[src/frlc_defines.svh]
// register offsets, field positions and reset values of the fault report latch control block
`ifndef FRLC_DEFINES_SVH
`define FRLC_DEFINES_SVH

`define FRLC_ADDR_W 8
`define FRLC_OFF_FAULT_STATUS 8'h72
`define FRLC_OFF_WARN_STATUS 8'h73
`define FRLC_OFF_LATCH_MASK 8'h75
`define FRLC_OFF_MISC 8'h76
`define FRLC_OFF_LIMIT_CTRL 8'h77
`define FRLC_OFF_FAULT_CLEAR 8'h78

`define FRLC_RST_LATCH_MASK 8'hF8
`define FRLC_RST_MISC 8'h00
`define FRLC_RST_LIMIT_CTRL 8'h00

`define FRLC_B_LIMIT_FAULT_LATCH_EN 7
`define FRLC_B_LIMIT_WARN_LATCH_EN 6
`define FRLC_B_CLOCK_FAULT_LATCH_EN 5
`define FRLC_B_THERMAL_SHUTDOWN_LATCH_EN 4
`define FRLC_B_THERMAL_WARN_LATCH_EN 3
`define FRLC_B_THERMAL_WARN_MASK 2
`define FRLC_B_LIMIT_WARN_MASK 1
`define FRLC_B_LIMIT_FAULT_MASK 0

`define FRLC_B_CLOCK_DETECT_LATCH 7
`define FRLC_B_THERMAL_AUTO_RECOVER_EN 4

`define FRLC_B_LIMIT_FUNCTION_EN 2
`define FRLC_B_LIMIT_WARNING_GEN_EN 1
`define FRLC_B_LIMIT_FAULT_GEN_EN 0

`define FRLC_B_ANALOG_FAULT_CLEAR 7

`define FRLC_B_STAT_THERMAL_SHUTDOWN 0
`define FRLC_B_STAT_LEFT_LIMIT_FAULT 1
`define FRLC_B_STAT_RIGHT_LIMIT_FAULT 2
`define FRLC_B_WARN_LEFT_LIMIT 5
`define FRLC_B_WARN_RIGHT_LIMIT 4

`endif

[src/frlc_pkg.sv]
// types shared by the fault report latch control block
package frlc_pkg;
    typedef logic [7:0] frlc_byte_t;
    typedef logic [3:0] frlc_thermal_level_t;
endpackage

[src/frlc_fault_latch_ctrl.sv]
// fault report latch and mask control with its register bank
// Function
// RULE1 - A cycle current limit fault is held latched while limit_fault_latch_en (bit 7, reset 1) is set, else shown live.
// RULE2 - Cycle current limit warnings are latched while limit_warn_latch_en (bit 6, reset 1) is set, else follow the live condition.
// RULE3 - A clock fault is latched while clock_fault_latch_en (bit 5, reset 1) is set and is not held after it ends otherwise.
// RULE4 - A thermal shutdown fault is latched while thermal_shutdown_latch_en (bit 4, reset 1) is set.
// RULE5 - Thermal warnings are latched while thermal_warn_latch_en (bit 3, reset 1) is set, else shown unlatched.
// RULE6 - Setting thermal_warn_mask (bit 2, reset 0) keeps thermal warnings out of the fault report output.
// RULE7 - Setting limit_warn_mask (bit 1, reset 0) keeps cycle current limit warnings out of the fault report output.
// RULE8 - Setting limit_fault_mask (bit 0, reset 0) keeps cycle current limit faults out of the fault report output.
// RULE9 - Clock detection status is latched when clock_detect_latch (misc bit 7, reset 0) is 1 and follows live detection when 0.
// RULE10 - With thermal_auto_recover_en (bit 4, reset 0) set, thermal shutdown ends by itself when the condition ends, else it needs a clear.
// RULE11 - The current limit control register at 77h (reset 00h) enables the function (bit 2), warnings (bit 1) and faults (bit 0).
// RULE12 - Writing 1 to bit 7 of the fault clear register clears all latched analog fault status.
// RULE13 - Left and right cycle current limit faults read in bits 1 and 2 of status register 72h, thermal shutdown in bit 0.
// RULE14 - Left and right cycle current limit warnings read in bits 5 and 4 of register 73h, thermal warning levels in bits 3 to 0.
// RULE15 - The fault clear bit acts as a one cycle pulse, reads back 0, and writing 0 to it does nothing.
`timescale 1ns/1ps
`include "frlc_defines.svh"

module frlc_fault_latch_ctrl
(
    input wire logic ref_clk_i,
    input wire logic rst_n_i,
    input wire logic reg_wr_i,
    input wire logic reg_rd_i,
    input wire logic [7:0] reg_addr_i,
    input wire logic [7:0] reg_wdata_i,
    input wire logic left_limit_fault_raw_i,
    input wire logic right_limit_fault_raw_i,
    input wire logic left_limit_warn_raw_i,
    input wire logic right_limit_warn_raw_i,
    input wire logic clock_fault_raw_i,
    input wire logic clock_detect_raw_i,
    input wire logic thermal_shutdown_raw_i,
    input wire logic [3:0] thermal_warning_raw_i,
    output logic [7:0] reg_rdata_o,
    output logic limit_function_en_o,
    output logic fault_report_o,
    output logic thermal_shutdown_o,
    output logic clock_fault_o,
    output logic clock_detect_o
);

    frlc_pkg::frlc_byte_t latch_mask_r, latch_mask_nxt;
    frlc_pkg::frlc_byte_t misc_r, misc_nxt;
    frlc_pkg::frlc_byte_t limit_ctrl_r, limit_ctrl_nxt;
    logic clear_pulse_r, clear_pulse_nxt;
    logic [1:0] limit_fault_r, limit_fault_nxt;
    logic [1:0] limit_warn_r, limit_warn_nxt;
    frlc_pkg::frlc_thermal_level_t thermal_warn_r, thermal_warn_nxt;
    logic clock_fault_r, clock_fault_nxt;
    logic clock_detect_r, clock_detect_nxt;
    logic thermal_shutdown_r, thermal_shutdown_nxt;
    frlc_pkg::frlc_byte_t rdata_nxt;
    logic report_nxt;
    logic [1:0] limit_fault_live;
    logic [1:0] limit_warn_live;

    // latched status: set wins over clear, held only while latch enabled
    function automatic logic hold_status(input logic held, input logic live, input logic latch_en,
                                         input logic clr);
        hold_status = live | (latch_en & held & ~clr);
    endfunction

    // register writes and the clear pulse
    // the clear acts one edge after its write, so a fresh event in that cycle still sets its status
    always_comb
    begin
        latch_mask_nxt = latch_mask_r;
        misc_nxt = misc_r;
        limit_ctrl_nxt = limit_ctrl_r;
        clear_pulse_nxt = 1'b0;
        if (reg_wr_i)
        begin
            case (reg_addr_i)
                `FRLC_OFF_LATCH_MASK: latch_mask_nxt = reg_wdata_i;
                `FRLC_OFF_MISC: misc_nxt = reg_wdata_i;
                `FRLC_OFF_LIMIT_CTRL: limit_ctrl_nxt = reg_wdata_i; // [RULE11]
                `FRLC_OFF_FAULT_CLEAR: clear_pulse_nxt = reg_wdata_i[`FRLC_B_ANALOG_FAULT_CLEAR]; // [RULE12] [RULE15]
                default: clear_pulse_nxt = 1'b0;
            endcase
        end
    end

    always_ff @(posedge ref_clk_i or negedge rst_n_i)
    begin
        if (!rst_n_i)
        begin
            // control registers come up with the latch mask enables set, clock_detect_latch at 0 and nothing masked
            latch_mask_r <= `FRLC_RST_LATCH_MASK;
            misc_r <= `FRLC_RST_MISC;
            limit_ctrl_r <= `FRLC_RST_LIMIT_CTRL;
            clear_pulse_r <= 1'b0;
        end
        else
        begin
            latch_mask_r <= latch_mask_nxt;
            misc_r <= misc_nxt;
            limit_ctrl_r <= limit_ctrl_nxt;
            clear_pulse_r <= clear_pulse_nxt;
        end
    end

    // live conditions gated by the current limit enables
    // a disabled path hides the raw condition from both the latch and the report
    always_comb
    begin
        limit_fault_live = {right_limit_fault_raw_i, left_limit_fault_raw_i}
            & {2{limit_ctrl_r[`FRLC_B_LIMIT_FUNCTION_EN] & limit_ctrl_r[`FRLC_B_LIMIT_FAULT_GEN_EN]}}; // [RULE11]
        limit_warn_live = {right_limit_warn_raw_i, left_limit_warn_raw_i}
            & {2{limit_ctrl_r[`FRLC_B_LIMIT_FUNCTION_EN] & limit_ctrl_r[`FRLC_B_LIMIT_WARNING_GEN_EN]}}; // [RULE11]
    end

    // status latching
    // clearing a latch enable drops a held status at once; the live input still shows
    always_comb
    begin
        for (int i = 0; i < 2; i++)
        begin
            limit_fault_nxt[i] = hold_status(limit_fault_r[i], limit_fault_live[i],
                latch_mask_r[`FRLC_B_LIMIT_FAULT_LATCH_EN], clear_pulse_r); // [RULE1]
            limit_warn_nxt[i] = hold_status(limit_warn_r[i], limit_warn_live[i],
                latch_mask_r[`FRLC_B_LIMIT_WARN_LATCH_EN], clear_pulse_r); // [RULE2]
        end
        for (int j = 0; j < 4; j++)
        begin
            thermal_warn_nxt[j] = hold_status(thermal_warn_r[j], thermal_warning_raw_i[j],
                latch_mask_r[`FRLC_B_THERMAL_WARN_LATCH_EN], clear_pulse_r); // [RULE5]
        end
        clock_fault_nxt = hold_status(clock_fault_r, clock_fault_raw_i,
            latch_mask_r[`FRLC_B_CLOCK_FAULT_LATCH_EN], clear_pulse_r); // [RULE3]
        clock_detect_nxt = hold_status(clock_detect_r, clock_detect_raw_i,
            misc_r[`FRLC_B_CLOCK_DETECT_LATCH], clear_pulse_r); // [RULE9]
        // auto recovery lets the shutdown drop with the condition, overriding the latch
        thermal_shutdown_nxt = hold_status(thermal_shutdown_r, thermal_shutdown_raw_i,
            latch_mask_r[`FRLC_B_THERMAL_SHUTDOWN_LATCH_EN] & ~misc_r[`FRLC_B_THERMAL_AUTO_RECOVER_EN],
            clear_pulse_r); // [RULE4] [RULE10] [RULE12]
    end

    always_ff @(posedge ref_clk_i or negedge rst_n_i)
    begin
        if (!rst_n_i)
        begin
            // no status is held out of reset
            limit_fault_r <= 2'h0;
            limit_warn_r <= 2'h0;
            thermal_warn_r <= 4'h0;
            clock_fault_r <= 1'b0;
            clock_detect_r <= 1'b0;
            thermal_shutdown_r <= 1'b0;
        end
        else
        begin
            limit_fault_r <= limit_fault_nxt;
            limit_warn_r <= limit_warn_nxt;
            thermal_warn_r <= thermal_warn_nxt;
            clock_fault_r <= clock_fault_nxt;
            clock_detect_r <= clock_detect_nxt;
            thermal_shutdown_r <= thermal_shutdown_nxt;
        end
    end

    // read mux and fault report
    // reads return status held before this edge, so a read and a new event in one cycle show the old state
    always_comb
    begin
        rdata_nxt = 8'h00;
        if (reg_rd_i)
        begin
            case (reg_addr_i)
                `FRLC_OFF_FAULT_STATUS:
                begin
                    rdata_nxt[`FRLC_B_STAT_THERMAL_SHUTDOWN] = thermal_shutdown_r; // [RULE13]
                    rdata_nxt[`FRLC_B_STAT_LEFT_LIMIT_FAULT] = limit_fault_r[0]; // [RULE13]
                    rdata_nxt[`FRLC_B_STAT_RIGHT_LIMIT_FAULT] = limit_fault_r[1]; // [RULE13]
                end
                `FRLC_OFF_WARN_STATUS:
                begin
                    rdata_nxt[`FRLC_B_WARN_LEFT_LIMIT] = limit_warn_r[0]; // [RULE14]
                    rdata_nxt[`FRLC_B_WARN_RIGHT_LIMIT] = limit_warn_r[1]; // [RULE14]
                    rdata_nxt[3:0] = thermal_warn_r; // [RULE14]
                end
                `FRLC_OFF_LATCH_MASK: rdata_nxt = latch_mask_r;
                `FRLC_OFF_MISC: rdata_nxt = misc_r;
                `FRLC_OFF_LIMIT_CTRL: rdata_nxt = limit_ctrl_r;
                `FRLC_OFF_FAULT_CLEAR: rdata_nxt = 8'h00; // [RULE15]
                default: rdata_nxt = 8'h00;
            endcase
        end
        // shutdown and clock faults have no mask bit and always reach the report
        report_nxt = (|limit_fault_nxt & ~latch_mask_r[`FRLC_B_LIMIT_FAULT_MASK]) // [RULE8]
            | (|limit_warn_nxt & ~latch_mask_r[`FRLC_B_LIMIT_WARN_MASK]) // [RULE7]
            | (|thermal_warn_nxt & ~latch_mask_r[`FRLC_B_THERMAL_WARN_MASK]) // [RULE6]
            | thermal_shutdown_nxt | clock_fault_nxt;
    end

    always_ff @(posedge ref_clk_i or negedge rst_n_i)
    begin
        if (!rst_n_i)
        begin
            // outputs other than read data register next-state values so they move with the status registers
            reg_rdata_o <= 8'h00;
            limit_function_en_o <= 1'b0;
            fault_report_o <= 1'b0;
            thermal_shutdown_o <= 1'b0;
            clock_fault_o <= 1'b0;
            clock_detect_o <= 1'b0;
        end
        else
        begin
            reg_rdata_o <= rdata_nxt;
            limit_function_en_o <= limit_ctrl_nxt[`FRLC_B_LIMIT_FUNCTION_EN]; // [RULE11]
            fault_report_o <= report_nxt;
            thermal_shutdown_o <= thermal_shutdown_nxt;
            clock_fault_o <= clock_fault_nxt;
            clock_detect_o <= clock_detect_nxt;
        end
    end

endmodule

[config.mk]
export PLATFORM = sky130hd
export DESIGN_NAME = frlc_fault_latch_ctrl
export DESIGN_NICKNAME = d
export VERILOG_FILES = /design/src/frlc_pkg.sv /design/src/frlc_fault_latch_ctrl.sv
export VERILOG_INCLUDE_DIRS = /design/src
export SDC_FILE = /design/constraint.sdc
export NUM_CORES = 1
export LEC_CHECK = 0
export CORE_ASPECT_RATIO = 1.5
export CORE_MARGIN = 5
export CORE_UTILIZATION = 51
export CTS_BUF_LIST = sky130_fd_sc_hd__clkbuf_8
export DETAILED_ROUTE_END_ITERATION = 7
export DONT_BUFFER_PORTS = 1
export HOLD_SLACK_MARGIN = 0.08
export PLACE_DENSITY = 0.69
export SKIP_LAST_GASP = 1
export SLEW_MARGIN = 25
export SYNTH_ARGS = -nofsm -noshare
export SYNTH_HDL_FRONTEND = slang
export SYNTH_SLANG_ARGS = --single-unit
[constraint.sdc]
create_clock -name ref_clk_i -period 1.5 [get_ports ref_clk_i]
set_input_delay 0.3 -clock ref_clk_i [delete_from_list [all_inputs] [get_ports ref_clk_i]]
set_output_delay 0.3 -clock ref_clk_i [all_outputs]
set_load 0.02 [all_outputs]
## After elaboration in Yosys (flattened, before gate mapping)

Cells that the tools add are included.
W data, S select, Z words.

| word-level totals | value |
|---|---|
| word-level logic and storage cells | 83 |
| output and inout bits | 13 |
| register bits after elaboration | 45 |
| input port bits | 31 |

| operators by class | value |
|---|---|
| reduce and logical (&&, ||, !) cells | 6 |
| bitwise operators | 50 |
| mux-type cells | 8 |
| equal/unequal tests | 6 |

Operators with widths:

| kind | count |
|---|---|
| $eq A8 B7 Y1 const B | 6 |
| $and A1 B1 Y1 | 28 |
| $or A1 B1 Y1 | 15 |
| $pmux W3 S5 | 1 |
| $pmux W3 S4 | 1 |
| $mux W8 | 1 |
| $mux W3 | 2 |
| $pmux W2 S3 | 1 |
| $reduce_and A2 Y1 | 3 |
| $not A1 Y1 | 5 |
| $and A2 B2 Y2 | 2 |
| $reduce_or A2 Y1 | 2 |
| $reduce_or A4 Y1 | 1 |
| $mux W1 | 2 |

## Depth between registers and ports, before layout

| logic depth | value |
|---|---|
| word-level depth | 9 |
| mapped depth | 6 |
| depth with buffers taken out | 4 |

## Worst setup path after synthesis

Ideal clock, no wire load.

| path | value |
|---|---|
| path kind | input -> register |
| from | input reg_addr_i[7] |
| to | register misc_r[0] |
| required time | 1375 ps |
| data arrival time | 1422 ps |
| path slack | -47 ps |
| cell stages on the path | 4 |
| setup time | 125 ps |
| path buffers | 0 |
| path through | and4b_1 > nand3_4 > nor3b_4 > mux2_2 |

| between the ends | value |
|---|---|
| word-level cells in the longest chain between the ends | 2 |

Ends and longest elaborated chain:

| item | line | text |
|---|---|---|
| from (decl) | frlc_fault_latch_ctrl.sv:27 | `input wire logic [7:0] reg_addr_i,` |
| $eq A8 B7 Y1 | frlc_fault_latch_ctrl.sv:76 | `case (reg_addr_i)` |
| $reduce_and A2 Y1 (no source line) | -- |  |
| to (signal assigned) | frlc_fault_latch_ctrl.sv:92 | `` misc_r <= `FRLC_RST_MISC; `` |
| to (signal assigned) | frlc_fault_latch_ctrl.sv:99 | `misc_r <= misc_nxt;` |
| to (decl) | frlc_fault_latch_ctrl.sv:46 | `frlc_pkg::frlc_byte_t misc_r, misc_nxt;` |

Every way passes these cells.
A chain may end at the register's enable or synchronous reset.

## Worst setup path in the final report

| path | value |
|---|---|
| from | register clear_pulse_r |
| to | register fault_report_o |

| between the ends | value |
|---|---|
| elaborated cells on any way between the ends | 31 |
| classes of those cells | bitwise: 28; reduce/logical: 3 |

RTL lines:

| item | line | text |
|---|---|---|
| from (decl) | frlc_fault_latch_ctrl.sv:48 | `logic clear_pulse_r, clear_pulse_nxt;` |
| from (signal assigned) | frlc_fault_latch_ctrl.sv:101 | `clear_pulse_r <= clear_pulse_nxt;` |
| $not A1 Y1 | frlc_fault_latch_ctrl.sv:63 | `hold_status = live \| (latch_en & held & ~clr);` |
| $and A1 B1 Y1 | frlc_fault_latch_ctrl.sv:63 |  |
| $or A1 B1 Y1 | frlc_fault_latch_ctrl.sv:63 |  |
| via clock_fault_nxt | frlc_fault_latch_ctrl.sv:52 | `logic clock_fault_r, clock_fault_nxt;` |
| $or A1 B1 Y1 | frlc_fault_latch_ctrl.sv:192 | `` report_nxt = (\|limit_fault_nxt & ~latch_mask_r[`FRLC_B_LIMIT_FAULT_MASK]) `` |
| via report_nxt | frlc_fault_latch_ctrl.sv:56 | `logic report_nxt;` |
| to (signal assigned) | frlc_fault_latch_ctrl.sv:214 | `fault_report_o <= report_nxt;` |
| to (decl) | frlc_fault_latch_ctrl.sv:39 | `output logic fault_report_o,` |

The timed path passes the listed nets, and every way through them passes these cells.

==> run metrics <==
status=finished, violations left; failing checks=negative setup slack; IO Pins=44; Max Cap Viol=0; cell count after placement=216; sequential area share after synthesis=54.1%; Placer Congestion=0.797; vias in the first global route=1559; die area=5510 sq um; max_slew headroom=83.0%; Cells after Synth=164; synth top area cells=dfrtp_1, mux2_2, dfstp_2; Final period util=105%; largest net degree at the start of global routing=46; Distinct cells, synth=39; cell breakdown of the critical path=buf_6, inv_4, a31o_4, or2_1, or4_1; clk root buf=clkbuf_8; Sink Count=45; Post-Route WL=4820 um; RSZ-0062 raised after global routing=yes; crit path max fanout=3; TritonCTS clock tree=yes; pre-CTS setup slack=-99.6 ps; share of layout cells above drive strength 1=38.0%; fill count=330; cell taking the most area after synthesis=dfrtp_1; crit path time final=1570 ps; Worst setup SP type=flop; initial antenna violation count=0; core area=3960 sq um; crit path DAT=1740 ps; DRC viols=0; Max stage delay on crit path=520 ps; Die X=62.3 um; Slew Viols, Final=0; number of iterations in the first detailed-routing pass=4; register area=1140 sq um; leading cell type in the layout, fill and taps excluded=dfrtp_1; TritonCTS buffer count=5; CP max stage cell=or4_1; Setup WS post-layout=-74.2 ps; # diodes=0; DR vias/cell=6.13; commonest non-fill, non-tap cells in the layout=dfrtp_1, mux2_2, buf_4; PD cells=892 nW/um^2; area of the mapped netlist=2090 sq um; Slew @ Worst Pin=255 ps; DR vias=1421; Layout Skew=3.81 ps; depth of the CTS H-tree=2; Yosys Warn Count=0; Yosys top cell area share=47.8%; FP Rows=28; Worst setup EP type=flop; Max Root-Sink Buffers=2; gr ovfl total=0; final setup fails=1; Final ANT Viol Nets=0; first-pass GRT wire length=8000 um; Post-Syn Nets=195; Fmax=635 MHz; Initial Utilization=52.9%; Avg WL per Cell=20.8 um; Die Span Y=88.5 um; IO buf count=0; Area Overhead vs Synth=15.6%; final hold vios=0; post-synthesis area per instance=12.8 sq um; area of the multi-input gates=936 sq um; Crit path required time=1670 ps; Static Leak=0.00112 uW; Seq cells post-synth=45; worst skew pair latency=290 ps; initial DRC count=29; non-filler cells, final=232; dpl hpwl=3680 um; peak supply drop=0.000827 V; CP Class=reg2reg; Layout Nets=217; Tightest Hold Check Type=in2reg; clock transition at the registers of the reported paths=80 ps; Total Routing Usage GR=18.6%
critical path: cells and delay by family (launching register included):
family,cells,cell delay (ps)
and+or+nand+nor,2,740
DFF,1,360
AOI/OAI and AO/OA,1,210
buffers and inverters,2,150
per-stage QoR:
| stage | util (%) | hold WS (ps) | area [sq um] | power (uW) | setup TNS, ps |
|---|---|---|---|---|---|
| floorplan | - | 4.41 | 2100 | 1420 | -310 |
| global placement | 56.1 | 5.73 | 2220 | 1440 | -437 |
| detailed placement | 56.1 | 5.91 | 2220 | 1440 | -773 |
| CTS | 59.8 | 83.2 | 2370 | 2180 | -66.1 |
| global route | 61.1 | 81.1 | 2420 | 2250 | -113 |
| finish | 61.1 | 92.2 | 2420 | 2160 | -74.2 |
per-layer routing:
| metal | vias to the layer above | track usage [%] | wire [um] |
|---|---|---|---|
| met5 | - | 0 | 0 |
| met4 | 0 | 6.37 | 126 |
| met1 | 714 | 20.6 | 1840 |
| met3 | 12 | 5.84 | 304 |
| met2 | 44 | 33.8 | 2550 |
| li1 | 651 | - | - |
cells in the mapped netlist:
| cell type | number |
|---|---|
| a41oi_1 | 1 |
| clkbuf_1 | 1 |
| and4b_1 | 2 |
| a31o_2 | 2 |
| nand2_1 | 4 |
| nor2b_1 | 4 |
| o22ai_1 | 3 |
| nand3b_1 | 3 |
| nor3b_1 | 1 |
| a41o_1 | 1 |
| a32o_1 | 4 |
| and2b_1 | 5 |
| dfstp_2 | 5 |
| or3b_2 | 1 |
| a32oi_1 | 2 |
| o21ai_0 | 5 |
| nand3_1 | 1 |
| nor2_2 | 1 |
| inv_1 | 4 |
| clkbuf_2 | 1 |
| or4_1 | 1 |
| a21oi_1 | 4 |
| mux2_2 | 26 |
| nand3_4 | 1 |
| maj3_1 | 1 |
| a22o_1 | 2 |
| a21o_1 | 3 |
| or2_1 | 1 |
| mux2i_1 | 9 |
| o211ai_1 | 1 |
| nor3b_4 | 2 |
| nor2_1 | 9 |
| buf_2 | 4 |
| and2b_2 | 1 |
| and3b_1 | 1 |
| o21ba_1 | 1 |
| dfrtp_1 | 40 |
| a22oi_1 | 3 |
| nand4_1 | 3 |
logic make-up (layout without fill, tap and decap cells):
| family | Yosys count | count (layout) | share of synthesized area, % |
|---|---|---|---|
| adder cells (fa/ha/maj) | 1 | 1 | 0.478 |
| AND/OR/NAND/NOR | 41 | 41 | 13.7 |
| AO/OA/AOI/OAI | 32 | 32 | 11.4 |
| buffers and inverters | 10 | 33 | 2.09 |
| multiplexers | 35 | 35 | 18.3 |
| flip-flops | 45 | 45 | 54.1 |
power by group:
part	leakage (uW)	total, uW	internal (uW)	switching, uW
combinational	0.000491	170	92.3	77.7
clock	0.0000491	697	316	381
sequential	0.000582	1290	1260	33.5
area by class of cell:
cell class / count / area share (%)
flip-flops and latches: 45 / 46.9
clock buffers: 5 / 2.84
repair buffers: 21 / 7.91
well taps: 45 / 2.33
multi-input cells: 109 / 38.7
inverters: 4 / 0.724
clock inverters: 3 / 0.569
timing repair:
item / in CTS / in global routing
resized for setup: 2 / 6
hold buffers: 3 / 2
setup buffers: 2 / 1
pin swaps: 3 / 7
endpoints found under the hold margin: 46 / 2
endpoints found under the setup margin: 1 / 1
path summary, 6_finish.rpt:
kind / start / depth (start not counted) / end / slack, ps
setup / recovery: clear_pulse_r / 5 / fault_report_o / -70
hold reg to reg: thermal_warn_r[3] / 2 / thermal_warn_r[3] / 500
max in group asynchronous: rst_n_i / 2 / latch_mask_r[6] / 730
hold / removal: thermal_warning_raw_i[0] / 1 / thermal_warn_r[0] / 90
setup reg to reg: clear_pulse_r / 5 / fault_report_o / -70
min in group asynchronous: rst_n_i / 2 / reg_rdata_o[6] / 500
state kept, by name, summed over array words and instances (netlist names), 2 cells and up:
signal	flops
thermal_warn_r	4
reg_rdata_o	8
limit_ctrl_r	7
limit_warn_r	2
latch_mask_r	8
misc_r	8
limit_fault_r	2
(Power assumes the default switching activity.)
